### src/core/cd_dsp_pin_level_io_defines.vh
// constants for the cd signal processor pin-level block
// assumes inclusion by bare name from core design files
`ifndef CD_DSP_PIN_LEVEL_IO_DEFINES_VH
`define CD_DSP_PIN_LEVEL_IO_DEFINES_VH

// clock rate and frame period
`define CLK_PERIOD_NS       20
`define FRAME_PERIOD_NS     136000
`define FRAME_CYCLES        (`FRAME_PERIOD_NS / `CLK_PERIOD_NS)
`define FRAME_CNT_W         13

// two-thirds divider: three input cycles per output period
`define DIV3_LAST           2'h2
`define DIV3_HIGH_LAST      2'h1

// synchroniser reset: host clock, latch and readout clocks rest high
`define SYNC_IDLE           14'h0f00

// subcode, command and sample word widths
`define SUBQ_BITS           80
`define SUBPW_BITS          8
`define CMD_BITS            8
`define SAMPLE_BITS         16

// sync protection states, window and miss limit
`define SP_HUNT             2'h0
`define SP_LOCKED           2'h1
`define SP_INSERT           2'h2
`define SP_WINDOW           4'h2
`define SP_MISS_LIMIT       3'h3

`endif

### src/core/cd_dsp_pin_level_io.v
// cd signal processor pin-level io: host command port, servo forward port,
// subcode readout, frame sync status and audio serial data
// assumes i_clk is the crystal clock at 50 MHz; link pins are asynchronous
// Contract
// - clock output at one third of the crystal frequency, high one crystal cycle in three
// - emphasis output high when disc has pre-emphasis, else low
// - subcode sync output high when either subcode sync pattern seen
// - subcode p-w bits shifted out under external readout clock
// - q subcode held as 80-bit word, shifted out serially
// - audio muted while mute input high, released when low
// - device held in reset while reset input low; the logic only stalls, counters and state machines keep their values
// - command word captured at falling edge of command latch
// - forward data to servo processor, word effective at latch fall
// - frame-sync-good high when sync matches insertion timing
// - negative pulse per raw frame sync before protection
// - inverse pll clock output, falling edge at channel transitions
// - read frame clock from crystal, period 136 us
// - jitter overflow output when buffer exceeds four-frame margin
// - error pointer output shows data error status
// - audio data two's complement, msb first
// - monitor output shows frame sync protection state
`timescale 1ns/1ps
`default_nettype none
`include "cd_dsp_pin_level_io_defines.vh"

module cd_dsp_pin_level_io #(
	parameter FRAME_CYCLES = `FRAME_CYCLES
) (
	input  wire                    i_clk,
	input  wire                    i_arst_n,
	input  wire                    i_ce,
	input  wire                    i_system_reset_n,
	input  wire                    i_command_data_in,
	input  wire                    i_command_shift_clock,
	input  wire                    i_command_latch_in,
	input  wire                    i_subcode_pw_read_clock,
	input  wire                    i_subcode_q_read_clock,
	input  wire                    i_mute_in,
	input  wire                    i_pll_clock,
	input  wire                    i_raw_frame_sync,
	input  wire                    i_emphasis_detected,
	input  wire                    i_subcode_sync0,
	input  wire                    i_subcode_sync1,
	input  wire                    i_subcode_block_ready,
	input  wire [`SUBPW_BITS-1:0]  i_subcode_pw_word,
	input  wire [`SUBQ_BITS-1:0]   i_subcode_q_word,
	input  wire                    i_buffer_overflow,
	input  wire                    i_c2_error,
	input  wire                    i_sample_valid,
	input  wire [`SAMPLE_BITS-1:0] i_sample,
	output reg                     o_two_thirds_clock_out,
	output reg                     o_emphasis_flag_out,
	output reg                     o_subcode_sync_out,
	output wire                    o_subcode_pw_serial_out,
	output wire                    o_subcode_q_serial_out,
	output reg  [`CMD_BITS-1:0]    o_command_word,
	output reg                     o_command_valid,
	output reg                     o_servo_data_out,
	output reg                     o_servo_shift_clock_out,
	output reg                     o_servo_latch_out,
	output reg                     o_frame_sync_good,
	output reg                     o_raw_frame_sync_pulse_n,
	output reg                     o_inverted_pll_clock,
	output reg                     o_read_frame_clock,
	output reg                     o_jitter_overflow_n,
	output reg                     o_error_pointer_out,
	output reg                     o_audio_serial_data,
	output reg  [1:0]              o_sync_protection_monitor
);

	// two-stage synchronisers for every asynchronous pin, one bit each
	localparam NSYNC = 14;
	reg  [NSYNC-1:0] meta;
	reg  [NSYNC-1:0] sync;
	reg  [NSYNC-1:0] sync_d;
	wire [NSYNC-1:0] pins;
	assign pins = {i_system_reset_n, i_command_data_in, i_command_shift_clock,
		i_command_latch_in, i_subcode_pw_read_clock, i_subcode_q_read_clock,
		i_mute_in, i_pll_clock, i_raw_frame_sync, i_emphasis_detected,
		i_subcode_sync0, i_subcode_sync1, i_buffer_overflow, i_c2_error};

	wire s_rst_n   = sync[13];
	wire s_data    = sync[12];
	wire s_sclk    = sync[11];
	wire s_latch   = sync[10];
	wire s_pwclk   = sync[9];
	wire s_qclk    = sync[8];
	wire s_mute    = sync[7];
	wire s_pll     = sync[6];
	wire s_fsync   = sync[5];
	wire s_emphasis_flag_out    = sync[4];
	wire s_sync0   = sync[3];
	wire s_sync1   = sync[2];
	wire s_ovf     = sync[1];
	wire s_c2      = sync[0];

	wire sclk_rise  = s_sclk & ~sync_d[11];
	wire latch_fall = ~s_latch & sync_d[10];
	wire pw_rise    = s_pwclk & ~sync_d[9];
	wire q_rise     = s_qclk & ~sync_d[8];
	wire fsync_rise = s_fsync & ~sync_d[5];
	wire run        = i_ce & s_rst_n; // logic stalls while low; counters and state keep their values

	// -------------------------------------------------------------
	// input synchronisers
	// -------------------------------------------------------------
	// first stage is read only by the second stage; idle levels avoid false edges
	always @(posedge i_clk or negedge i_arst_n) begin
		if (!i_arst_n) begin
			meta   <= `SYNC_IDLE;
			sync   <= `SYNC_IDLE;
			sync_d <= `SYNC_IDLE;
		end else if (i_ce) begin
			meta   <= pins;
			sync   <= meta;
			sync_d <= sync;
		end
	end

	// -------------------------------------------------------------
	// two-thirds clock divider
	// -------------------------------------------------------------
	// one output period per three crystal cycles
	reg [1:0] div3;
	always @(posedge i_clk or negedge i_arst_n) begin
		if (!i_arst_n) begin
			div3                   <= 2'h0;
			o_two_thirds_clock_out <= 1'b0;
		end else if (run) begin
			div3                   <= (div3 == `DIV3_LAST) ? 2'h0 : div3 + 2'h1;
			o_two_thirds_clock_out <= (div3 < `DIV3_HIGH_LAST) ? 1'b1 : 1'b0;
		end
	end

	// -------------------------------------------------------------
	// read frame clock
	// -------------------------------------------------------------
	// half period high, half low, from the crystal
	reg [`FRAME_CNT_W-1:0] frame_cnt;
	always @(posedge i_clk or negedge i_arst_n) begin
		if (!i_arst_n) begin
			frame_cnt          <= {`FRAME_CNT_W{1'b0}};
			o_read_frame_clock <= 1'b0;
		end else if (run) begin
			if (frame_cnt == FRAME_CYCLES[`FRAME_CNT_W-1:0] - 1'b1) begin
				frame_cnt <= {`FRAME_CNT_W{1'b0}};
			end else begin
				frame_cnt <= frame_cnt + 1'b1;
			end
			o_read_frame_clock <= (frame_cnt < FRAME_CYCLES[`FRAME_CNT_W:1]);
		end
	end

	// -------------------------------------------------------------
	// status flags
	// -------------------------------------------------------------
	// registered copies of the decoder status lines
	always @(posedge i_clk or negedge i_arst_n) begin
		if (!i_arst_n) begin
			o_emphasis_flag_out      <= 1'b0;
			o_subcode_sync_out       <= 1'b0;
			o_raw_frame_sync_pulse_n <= 1'b1;
			o_inverted_pll_clock     <= 1'b1;
			o_jitter_overflow_n      <= 1'b1;
			o_error_pointer_out      <= 1'b0;
		end else if (run) begin
			o_emphasis_flag_out      <= s_emphasis_flag_out;
			o_subcode_sync_out       <= s_sync0 | s_sync1;
			o_raw_frame_sync_pulse_n <= ~fsync_rise;
			o_inverted_pll_clock     <= ~s_pll;
			o_jitter_overflow_n      <= ~s_ovf;
			o_error_pointer_out      <= s_c2;
		end else if (i_ce) begin
			o_raw_frame_sync_pulse_n <= 1'b1;
		end
	end

	// -------------------------------------------------------------
	// frame sync protection
	// -------------------------------------------------------------
	// syncs within the window of the expected time count as good outside hunt;
	// a missing sync is inserted until too many misses in a row
	reg [1:0]              sp_state;
	reg [2:0]              misses;
	wire [`FRAME_CNT_W-1:0] win = {{(`FRAME_CNT_W-4){1'b0}}, `SP_WINDOW};
	wire expect_near = (frame_cnt < win) ||
		(frame_cnt >= FRAME_CYCLES[`FRAME_CNT_W-1:0] - win);
	wire frame_end   = (frame_cnt == FRAME_CYCLES[`FRAME_CNT_W-1:0] - 1'b1);
	reg  seen;
	always @(posedge i_clk or negedge i_arst_n) begin
		if (!i_arst_n) begin
			sp_state          <= `SP_HUNT;
			misses            <= 3'h0;
			seen              <= 1'b0;
			o_frame_sync_good <= 1'b0;
		end else if (run) begin
			if (fsync_rise && expect_near) begin
				seen <= 1'b1;
			end else if (frame_end) begin
				seen <= 1'b0;
			end
			o_frame_sync_good <= fsync_rise & expect_near &
				(sp_state != `SP_HUNT);
			case (sp_state)
				`SP_HUNT: begin
					if (fsync_rise && expect_near) begin
						sp_state <= `SP_LOCKED;
					end
				end
				`SP_LOCKED, `SP_INSERT: begin
					if (frame_end) begin
						if (seen) begin
							sp_state <= `SP_LOCKED;
							misses   <= 3'h0;
						end else if (misses == `SP_MISS_LIMIT) begin
							sp_state <= `SP_HUNT;
							misses   <= 3'h0;
						end else begin
							sp_state <= `SP_INSERT;
							misses   <= misses + 3'h1;
						end
					end
				end
				default: begin
					sp_state <= `SP_HUNT;
				end
			endcase
		end
	end

	always @* begin
		o_sync_protection_monitor = sp_state;
	end

	// -------------------------------------------------------------
	// host command port and servo forward port
	// -------------------------------------------------------------
	// bits shift in on host clock rises; latch fall captures the word
	// and replays it to the servo processor with its own latch
	reg [`CMD_BITS-1:0] cmd_shift;
	reg [`CMD_BITS-1:0] fwd_shift;
	reg [3:0]           fwd_cnt;
	reg                 fwd_busy;
	reg                 fwd_phase;
	always @(posedge i_clk or negedge i_arst_n) begin
		if (!i_arst_n) begin
			cmd_shift               <= {`CMD_BITS{1'b0}};
			o_command_word          <= {`CMD_BITS{1'b0}};
			o_command_valid         <= 1'b0;
			fwd_shift               <= {`CMD_BITS{1'b0}};
			fwd_cnt                 <= 4'h0;
			fwd_busy                <= 1'b0;
			fwd_phase               <= 1'b0;
			o_servo_data_out        <= 1'b0;
			o_servo_shift_clock_out <= 1'b1;
			o_servo_latch_out       <= 1'b1;
		end else if (run) begin
			o_command_valid <= 1'b0;
			if (sclk_rise) begin
				cmd_shift <= {cmd_shift[`CMD_BITS-2:0], s_data};
			end
			if (latch_fall) begin
				o_command_word  <= cmd_shift;
				o_command_valid <= 1'b1;
				if (!fwd_busy) begin
					fwd_shift <= cmd_shift;
					fwd_busy  <= 1'b1;
					fwd_cnt   <= 4'h0;
					fwd_phase <= 1'b0;
				end
			end else if (fwd_busy) begin
				fwd_phase <= ~fwd_phase;
				if (fwd_cnt < `CMD_BITS) begin
					if (!fwd_phase) begin
						o_servo_shift_clock_out <= 1'b0;
						o_servo_data_out        <= fwd_shift[`CMD_BITS-1];
					end else begin
						o_servo_shift_clock_out <= 1'b1;
						fwd_shift <= {fwd_shift[`CMD_BITS-2:0], 1'b0};
						fwd_cnt   <= fwd_cnt + 4'h1;
					end
				end else if (!fwd_phase) begin
					o_servo_latch_out <= 1'b0; // word takes effect
				end else begin
					o_servo_latch_out <= 1'b1;
					fwd_busy          <= 1'b0;
				end
			end
		end else if (i_ce) begin
			o_command_valid <= 1'b0;
		end
	end

	// -------------------------------------------------------------
	// audio serial data
	// -------------------------------------------------------------
	// two's complement sample sent msb first, forced to zero under mute
	reg [`SAMPLE_BITS-1:0] pcm_shift;
	always @(posedge i_clk or negedge i_arst_n) begin
		if (!i_arst_n) begin
			pcm_shift           <= {`SAMPLE_BITS{1'b0}};
			o_audio_serial_data <= 1'b0;
		end else if (run) begin
			if (i_sample_valid) begin
				pcm_shift <= s_mute ? {`SAMPLE_BITS{1'b0}} : i_sample;
			end else begin
				pcm_shift <= {pcm_shift[`SAMPLE_BITS-2:0], 1'b0};
			end
			o_audio_serial_data <= pcm_shift[`SAMPLE_BITS-1];
		end
	end

	// -------------------------------------------------------------
	// subcode readout shifters
	// -------------------------------------------------------------
	// block ready reloads; each read clock rise advances
	serial_shift_out #(
		.WIDTH (`SUBPW_BITS)
	) pw_shifter (
		.i_clk    (i_clk),
		.i_arst_n (i_arst_n),
		.i_ce     (run),
		.i_load   (i_subcode_block_ready),
		.i_word   (i_subcode_pw_word),
		.i_shift  (pw_rise),
		.o_bit    (o_subcode_pw_serial_out)
	);

	serial_shift_out #(
		.WIDTH (`SUBQ_BITS)
	) q_shifter (
		.i_clk    (i_clk),
		.i_arst_n (i_arst_n),
		.i_ce     (run),
		.i_load   (i_subcode_block_ready),
		.i_word   (i_subcode_q_word),
		.i_shift  (q_rise),
		.o_bit    (o_subcode_q_serial_out)
	);

endmodule
`default_nettype wire

### src/core/serial_shift_out.v
// parallel-load serial shifter, msb first, advanced by a synchronised clock
// assumes the read clock is already synchronised to i_clk
`timescale 1ns/1ps
`default_nettype none

module serial_shift_out #(
	parameter WIDTH = 8
) (
	input  wire             i_clk,
	input  wire             i_arst_n,
	input  wire             i_ce,
	input  wire             i_load,
	input  wire [WIDTH-1:0] i_word,
	input  wire             i_shift,
	output wire             o_bit
);

	reg [WIDTH-1:0] shift;

	// -------------------------------------------------------------
	// shift register
	// -------------------------------------------------------------
	// load wins over shift so a fresh block starts at its first bit
	always @(posedge i_clk or negedge i_arst_n) begin
		if (!i_arst_n) begin
			shift <= {WIDTH{1'b0}};
		end else if (i_ce) begin
			if (i_load) begin
				shift <= i_word;
			end else if (i_shift) begin
				shift <= {shift[WIDTH-2:0], 1'b0};
			end
		end
	end

	assign o_bit = shift[WIDTH-1]; // msb first

endmodule
`default_nettype wire

### config.mk
export PLATFORM = sky130hd
export DESIGN_NAME = cd_dsp_pin_level_io
export DESIGN_NICKNAME = d
export VERILOG_FILES = /design/src/core/cd_dsp_pin_level_io.v /design/src/core/serial_shift_out.v
export VERILOG_INCLUDE_DIRS = /design/src /design/src/core
export SDC_FILE = /design/constraint.sdc
export NUM_CORES = 1
export LEC_CHECK = 0
export ABC_AREA = 1
export BUFFER_PORTS_ARGS = -buffer_cell sky130_fd_sc_hd__buf_4
export CORE_MARGIN = 5
export CORE_UTILIZATION = 57
export CTS_CLUSTER_DIAMETER = 200
export DETAILED_ROUTE_END_ITERATION = 6
export GPL_ROUTABILITY_DRIVEN = 0
export HOLD_SLACK_MARGIN = 0.02
export MAX_ROUTING_LAYER = met4
export PLACE_DENSITY_LB_ADDON = 0.12
export SLEW_MARGIN = 40
export SYNTH_ARGS = -nofsm -noshare
export SYNTH_HDL_FRONTEND = slang
export SYNTH_SLANG_ARGS = --single-unit
### constraint.sdc
create_clock -name i_clk -period 2.35 [get_ports i_clk]
set_clock_uncertainty 0.2 [all_clocks]
set_input_delay 0.5875 -clock i_clk [delete_from_list [all_inputs] [get_ports i_clk]]
set_output_delay 0.5875 -clock i_clk [all_outputs]
set_load 0.02 [all_outputs]
# Yosys cells after proc, flatten, opt, wreduce, memory -nomap -nowiden
# Cells that the tools add are included.
dict set report word_totals {
  register_bits 209
  input_bits 123
  out_inout_bits 26
  elab_cells 133
}
dict set report classes {
  add_sub_neg 4
  magnitude_cmp 5
  n_eq_ne 8
  muxes 41
  n_bitwise 20
  reduce_logical 24
}
# op n
set op_table {}
lappend op_table {{2-to-1 mux 80 bit} 2}
lappend op_table {{2-to-1 mux 8 bit} 7}
lappend op_table {{2-to-1 mux 16 bit} 2}
lappend op_table {{2-to-1 mux 4 bit} 5}
lappend op_table {{2-to-1 mux 1 bit} 16}
lappend op_table {{nonzero test 2 bit} 8}
lappend op_table {{adder 13 x 1 -> 13 bit (second input constant)} 1}
lappend op_table {{equality test 13 bit (second input constant)} 1}
lappend op_table {{greater-or-equal comparator 13 bit (second input constant)} 1}
lappend op_table {{less-than comparator 13 x 12 -> 1 bit (second input constant)} 1}
lappend op_table {{less-than comparator 13 x 2 -> 1 bit (second input constant)} 1}
lappend op_table {{2-to-1 mux 13 bit} 1}
lappend op_table {{NOT 1 bit} 11}
lappend op_table {{2-to-1 mux 2 bit} 5}
lappend op_table {{AND reduction 2 bit} 5}
lappend op_table {{AND reduction 5 bit} 2}
lappend op_table {{AND reduction 3 bit} 3}
lappend op_table {{bitwise AND 1 bit} 8}
lappend op_table {{AND reduction 4 bit} 2}
lappend op_table {{2-to-1 mux 3 bit} 2}
lappend op_table {{!= test 2 bit (second input constant)} 3}
lappend op_table {{adder 4 x 1 -> 4 bit (second input constant)} 1}
lappend op_table {{equality test 2 bit (second input constant)} 2}
lappend op_table {{less-than comparator 4 bit (second input constant)} 1}
lappend op_table {{11 further kinds} 11}

# Longest topological paths before layout
dict set report logic_depth {
  ltp_word 5
  depth_mapped 11
  depth_no_buf 10
}

# Cells and area by module
# From an unflattened synthesis, not the netlist that was laid out.
dict set report hier_totals {
  cells_unflattened 1206
  hier_area_um2 9292.7
}
# mod n_inst cells_each area_each_um2 seq_area_each_um2
set modules_own_cells {}
lappend modules_own_cells {cd_dsp_pin_level_io 1 552 4890.9 2849.0}
lappend modules_own_cells {{serial_shift_out at q_shifter} 1 595 3986.3 2001.9}
lappend modules_own_cells {{serial_shift_out at pw_shifter} 1 59 415.4 200.2}

# Worst setup path after synthesis
# No wires, ideal clock.
dict set report synth_path {
  path_type {input-to-reg}
  startpoint {in i_ce}
  endpoint {reg frame_cnt[10]}
  setup_ns 0.119
  arrival_ns 1.470
  t_required_ns 2.031
  path_slack_ns 0.561
  cell_stages 10
  path_buffers 1
  cell_sequence {buf_4 -> nand2_4 -> clkinv_2 -> nand3_2 -> nor2_2 -> nand2_2 -> nor2_4 -> nand2_1 -> o21ai_1 -> nor2_1}
}
dict set report synth_via {
  elab_chain_cells 1
}
# item line_no
set synth_lines {}
lappend synth_lines {{start: declaration} cd_dsp_pin_level_io.v:31} ;# input wire i_ce,
lappend synth_lines {{bitwise AND 1 bit} cd_dsp_pin_level_io.v:102} ;# wire run = i_ce & s_rst_n;
lappend synth_lines {{end signal: assignment} cd_dsp_pin_level_io.v:142} ;# frame_cnt <= {`FRAME_CNT_W{1'b0}};
lappend synth_lines {{end signal: assignment} cd_dsp_pin_level_io.v:146} ;# frame_cnt <= {`FRAME_CNT_W{1'b0}};
lappend synth_lines {{end signal: assignment} cd_dsp_pin_level_io.v:148} ;# frame_cnt <= frame_cnt + 1'b1;
lappend synth_lines {{end: declaration} cd_dsp_pin_level_io.v:139} ;# reg [`FRAME_CNT_W-1:0] frame_cnt;
# Every way passes these cells.
# A chain may end at the register's enable or synchronous reset.

# Final worst setup path
dict set report layout_path {
  startpoint {reg frame_cnt[0]}
  endpoint {reg misses[0]}
}
dict set report layout_via {
  elab_chain_cells 2
}
# item line_no
set layout_lines {}
lappend layout_lines {{equality test 13 bit} cd_dsp_pin_level_io.v:188} ;# wire frame_end = (frame_cnt == FRAME_CYCLES[`FRAME_CNT_W-1:0] - 1'b1);
lappend layout_lines {{AND reduction 3 bit (no line)} --}
lappend layout_lines {{end signal: assignment} cd_dsp_pin_level_io.v:220} ;# misses <= misses + 3'h1;
lappend layout_lines {{end: declaration} cd_dsp_pin_level_io.v:184} ;# reg [2:0] misses;
# Every way passes these cells.

==> impl_table.tex <==
\begin{tabular}{lr}
\hline
Metric & Value \\
\hline
\multicolumn{2}{l}{\textbf{STA}} \\
\quad Share of the cycle needed by the critical path after routing & 0.860 \\
\quad Minimum clock period after layout & 2.02 ns \\
\quad Actual slew at the worst max-slew pin & 0.553 ns \\
\quad Tightest hold margin & 0.0898 ns \\
\quad Number of setup violations in the final report & 0 \\
\quad Hold Vio Cnt, Final & 0 \\
\quad Fin Setup TNS & 0 ns \\
\quad Peak clock frequency supported by timing & 0.495 GHz \\
\quad Unrepaired setup endpoints after global routing & false \\
\quad Slew HR & 0.630 \\
\quad Slew Viols, Final & 0 \\
\multicolumn{2}{l}{\textbf{Clock tree}} \\
\quad Clock sink count & 201 \\
\quad Count of buffers added by post-CTS timing repair for setup & 0 \\
\quad CTS tree & done \\
\quad Post-cts repair resize count & 0 \\
\quad Total of hold buffers inserted after clock tree synthesis & 1 \\
\quad Clock latency on the worst-skew pair & 0.49 ns \\
\quad Total clock buffers created by CTS & 21 \\
\quad Master cell of the clock root buffer & sky130\_fd\_sc\_hd\_\_clkbuf\_16 \\
\quad Worst-case clock buffer depth & 3 \\
\quad Clock slew at reported path FFs & $\sim$0.060 ns \\
\quad Maximum level of the CTS H-tree & 1 \\
\multicolumn{2}{l}{\textbf{Route}} \\
\quad First-pass detailed-route iteration total & 5 \\
\quad Post-route ant nets & 0 \\
\quad Met3 routed wirelength & around 1100 um \\
\quad Via/cell ratio & 5.15 \\
\quad Vias after detailed routing & 7293 \\
\quad Remaining design rule violation count & 0 \\
\quad Drt total wl & $\sim$19000 um \\
\quad Met2 wire length & 8720 um \\
\quad DRT iter0 DRCs & 396 \\
\quad Met1 routed wirelength after detailed routing & $\sim$9000 um \\
\quad Average wire per standard cell & 13.4 um \\
\quad Uppermost metal layer occupied by signal nets & met4 \\
\multicolumn{2}{l}{\textbf{Placement}} \\
\quad HPWL after DPL & 13200 um \\
\quad Area post-placement & around 10000 um2 \\
\quad Port-buffer cells & roughly 150 \\
\multicolumn{2}{l}{\textbf{Die}} \\
\quad Area of the die & between 15000 and 20000 um2 \\
\quad Die width & 136 um \\
\quad Area of the core & 15800 um2 \\
\quad \# IOs & 149 \\
\quad Initial Utilization & 0.578 \\
\quad Number of rows in the core area & 46 \\
\quad Die Y & 136 um \\
\multicolumn{2}{l}{\textbf{Synth}} \\
\quad Most common cell in the synthesized netlist & sky130\_fd\_sc\_hd\_\_nand2\_1 \\
\quad Share of synthesized flip-flops with an asynchronous set or reset & 1.00 \\
\quad Average cell area after synthesis & 8.69 um2 \\
\quad Sequential cell area fraction in the yosys report & 0.554 \\
\quad Synthesized instance count & between 1000 and 1500 \\
\quad Most area-consuming cells after synthesis & sky130\_fd\_sc\_hd\_\_dfrtp\_1 (51\%), sky130\_fd\_sc\_hd\_\_nand2\_1 (11\%), sky130\_fd\_sc\_hd\_\_o211ai\_1 (6.8\%) \\
\quad Yosys top cell by area & sky130\_fd\_sc\_hd\_\_dfrtp\_1 \\
\quad Total nets after synthesis & 1178 \\
\quad Syn Std Cell Area & 9110 um2 \\
\quad Number of flops mapped to enable cells by yosys & 0 \\
\quad Most common library cells after synthesis & sky130\_fd\_sc\_hd\_\_nand2\_1 (275), sky130\_fd\_sc\_hd\_\_dfrtp\_1 (184), sky130\_fd\_sc\_hd\_\_inv\_1 (127), sky130\_fd\_sc\_hd\_\_o21ai\_0 (118), sky130\_fd\_sc\_hd\_\_o211ai\_1 (83) \\
\quad Yosys top cell area share & 0.505 \\
\quad Total number of yosys warnings & 0 \\
\quad Most common flop cell mapped by yosys & sky130\_fd\_sc\_hd\_\_dfrtp\_1 \\
\quad Register bit total from synthesis & 201 \\
\quad Distinct cell type count of the synthesized netlist & 36 \\
\multicolumn{2}{l}{\textbf{Global routing}} \\
\quad Number of antenna violations at the first check in global routing & 0 \\
\quad Largest net degree at the start of global routing & a little over 50 \\
\quad Number of global-route vias before repair & roughly 6900 \\
\quad Grt total ovfl & 0 \\
\quad GRT Overall Usage & 0.214 \\
\quad Wire length of the first global-routing pass & 32100 um \\
\multicolumn{2}{l}{\textbf{Worst setup path}} \\
\quad Reg-to-reg critical path endpoint & misses[0] \\
\quad Delay of the slowest cell on the worst path & 0.42 ns \\
\quad Launching element type of the critical path & flop \\
\quad Worst flop-to-flop path startpoint & frame\_cnt[0] \\
\quad Worst Path Arrival & about 2.2 ns \\
\quad Maximum fanout count along the critical path & 11 \\
\quad Category of the most critical setup path & reg2reg \\
\quad Worst-path cell with the longest stage delay & sky130\_fd\_sc\_hd\_\_dfrtp\_1 \\
\quad Setup slack of the worst register-to-register path & 0.33 ns \\
\quad Number of cell instances on the worst register-to-register path & 6 \\
\quad Worst path cell trace & ha\_1 -> nand3\_1 -> nor2\_1 -> nand4\_1 -> o21ai\_0 -> o31ai\_1 \\
\quad Worst EP required & 2.51 ns \\
\quad Setup crit end kind & flop \\
\multicolumn{2}{l}{\textbf{Job}} \\
\quad Max Cap Violations & 0 \\
\multicolumn{2}{l}{\textbf{Cells and area}} \\
\quad Fraction of final layout cells with drive strength greater than 1 & 0.201 \\
\quad Number of antenna cells inserted & 0 \\
\quad Layout Area Growth over Synthesis & 23.4\% \\
\quad Final net count & 1315 \\
\quad Design area & 11200 um2 \\
\quad Post-layout util & 0.713 \\
\multicolumn{2}{l}{\textbf{Hold path}} \\
\quad Cell count of the worst hold path & 3 \\
\quad Worst hold path endpoint & meta[12] \\
\quad Worst hold-check path type & in2reg \\
\quad Startpoint of the most critical hold path & i\_command\_data\_in \\
\multicolumn{2}{l}{\textbf{Power and ir drop}} \\
\quad Pwr dens & 936 nW/um2 \\
\quad Leakage component of the power & 0.00547 uW \\
\quad VDD IR-drop max & 570 uV \\
\multicolumn{2}{l}{\textbf{Run status}} \\
\quad Status & finished clean \\
\hline
\end{tabular}
[where the power goes]
group | internal, uW | switching [uW]
clock network | 2140 | 1380
registers | 4400 | 416
logic | 895 | 1290
[worst max-delay path: cells and delay by family, from the launching register on]
| family | cells | cell delay, ns |
|---|---|---|
| and+or+nand+nor | 3 | 0.62 |
| adders and majority gates | 1 | 0.23 |
| DFF | 1 | 0.42 |
| AOI/OAI and AO/OA | 2 | 0.41 |
[through the flow]
| step | cells | power (uW) | setup WS, ns |
|---|---|---|---|
| floorplan | 1048 | 6260 | 0.561 |
| global placement | 1377 | 6950 | 0.255 |
| detailed placement | 1377 | 7050 | 0.158 |
| CTS | 1416 | 10600 | 0.306 |
| global route | 1416 | 11200 | 0.162 |
| finish | 1416 | 10500 | 0.329 |
[cells by family after synthesis]
kind of cell / after synthesis / synth area share
compound gates: 278 / 0.181
xor+xnor: 6 / 0.00577
fa+ha+maj: 7 / 0.00961
buf+inv: 190 / 0.0883
flops: 201 / 0.554
simple gates: 366 / 0.161
[layer usage]
layer	up-vias	track usage
li1	3684	-
met1	3417	0.306
met2	168	0.324
met3	24	0.0370
met4	0	0.0454
met5	-	-
[placed cells by master (no fill, tap or decap), types with 6 or more instances in the layout]
master,instances
sky130_fd_sc_hd__dfstp_2,17
sky130_fd_sc_hd__dfrtp_1,184
sky130_fd_sc_hd__o21ai_1,12
sky130_fd_sc_hd__buf_4,161
sky130_fd_sc_hd__clkbuf_8,6
sky130_fd_sc_hd__inv_1,127
sky130_fd_sc_hd__o21ai_0,118
sky130_fd_sc_hd__nand3_1,23
sky130_fd_sc_hd__a21oi_1,48
sky130_fd_sc_hd__o211ai_1,83
sky130_fd_sc_hd__o22ai_1,7
sky130_fd_sc_hd__clkbuf_16,21
sky130_fd_sc_hd__nand2_1,275
sky130_fd_sc_hd__nor2_1,48
sky130_fd_sc_hd__ha_1,7
sky130_fd_sc_hd__xor2_1,6
sky130_fd_sc_hd__buf_12,9
[state kept, by name, summed over array words and instances, names as in the netlist, 8 cells and up]
register	count
frame_cnt	13
q_shifter.shift	80
fwd_shift	8
sync	14
meta	14
o_command_word	8
pw_shifter.shift	8
cmd_shift	8
pcm_shift	16
[cell type report]
cell class | instances | area, um2
Clock inverter | 12 | 158
Inverter | 132 | 499
Tap cell | 216 | 270
Fill cell | 1295 | 4530
Sequential cell | 201 | 5050
Multi-Input combinational cell | 657 | 3260
Clock buffer | 26 | 594
Timing Repair Buffer | 172 | 1410
[worst max path at each step]
stage | start | end | slack [ns] | cells after the start
2_1_floorplan | i_ce | frame_cnt[10] | 0.56 | 10
3_3_place_gp | i_ce | misses[0] | 0.25 | 6
3_5_place_dp | i_ce | misses[0] | 0.16 | 6
4_1_cts | frame_cnt[0] | misses[0] | 0.31 | 6
5_1_grt | frame_cnt[0] | misses[0] | 0.16 | 6
6_report | frame_cnt[0] | misses[0] | 0.33 | 6
Power figures use the tool's default switching activity.
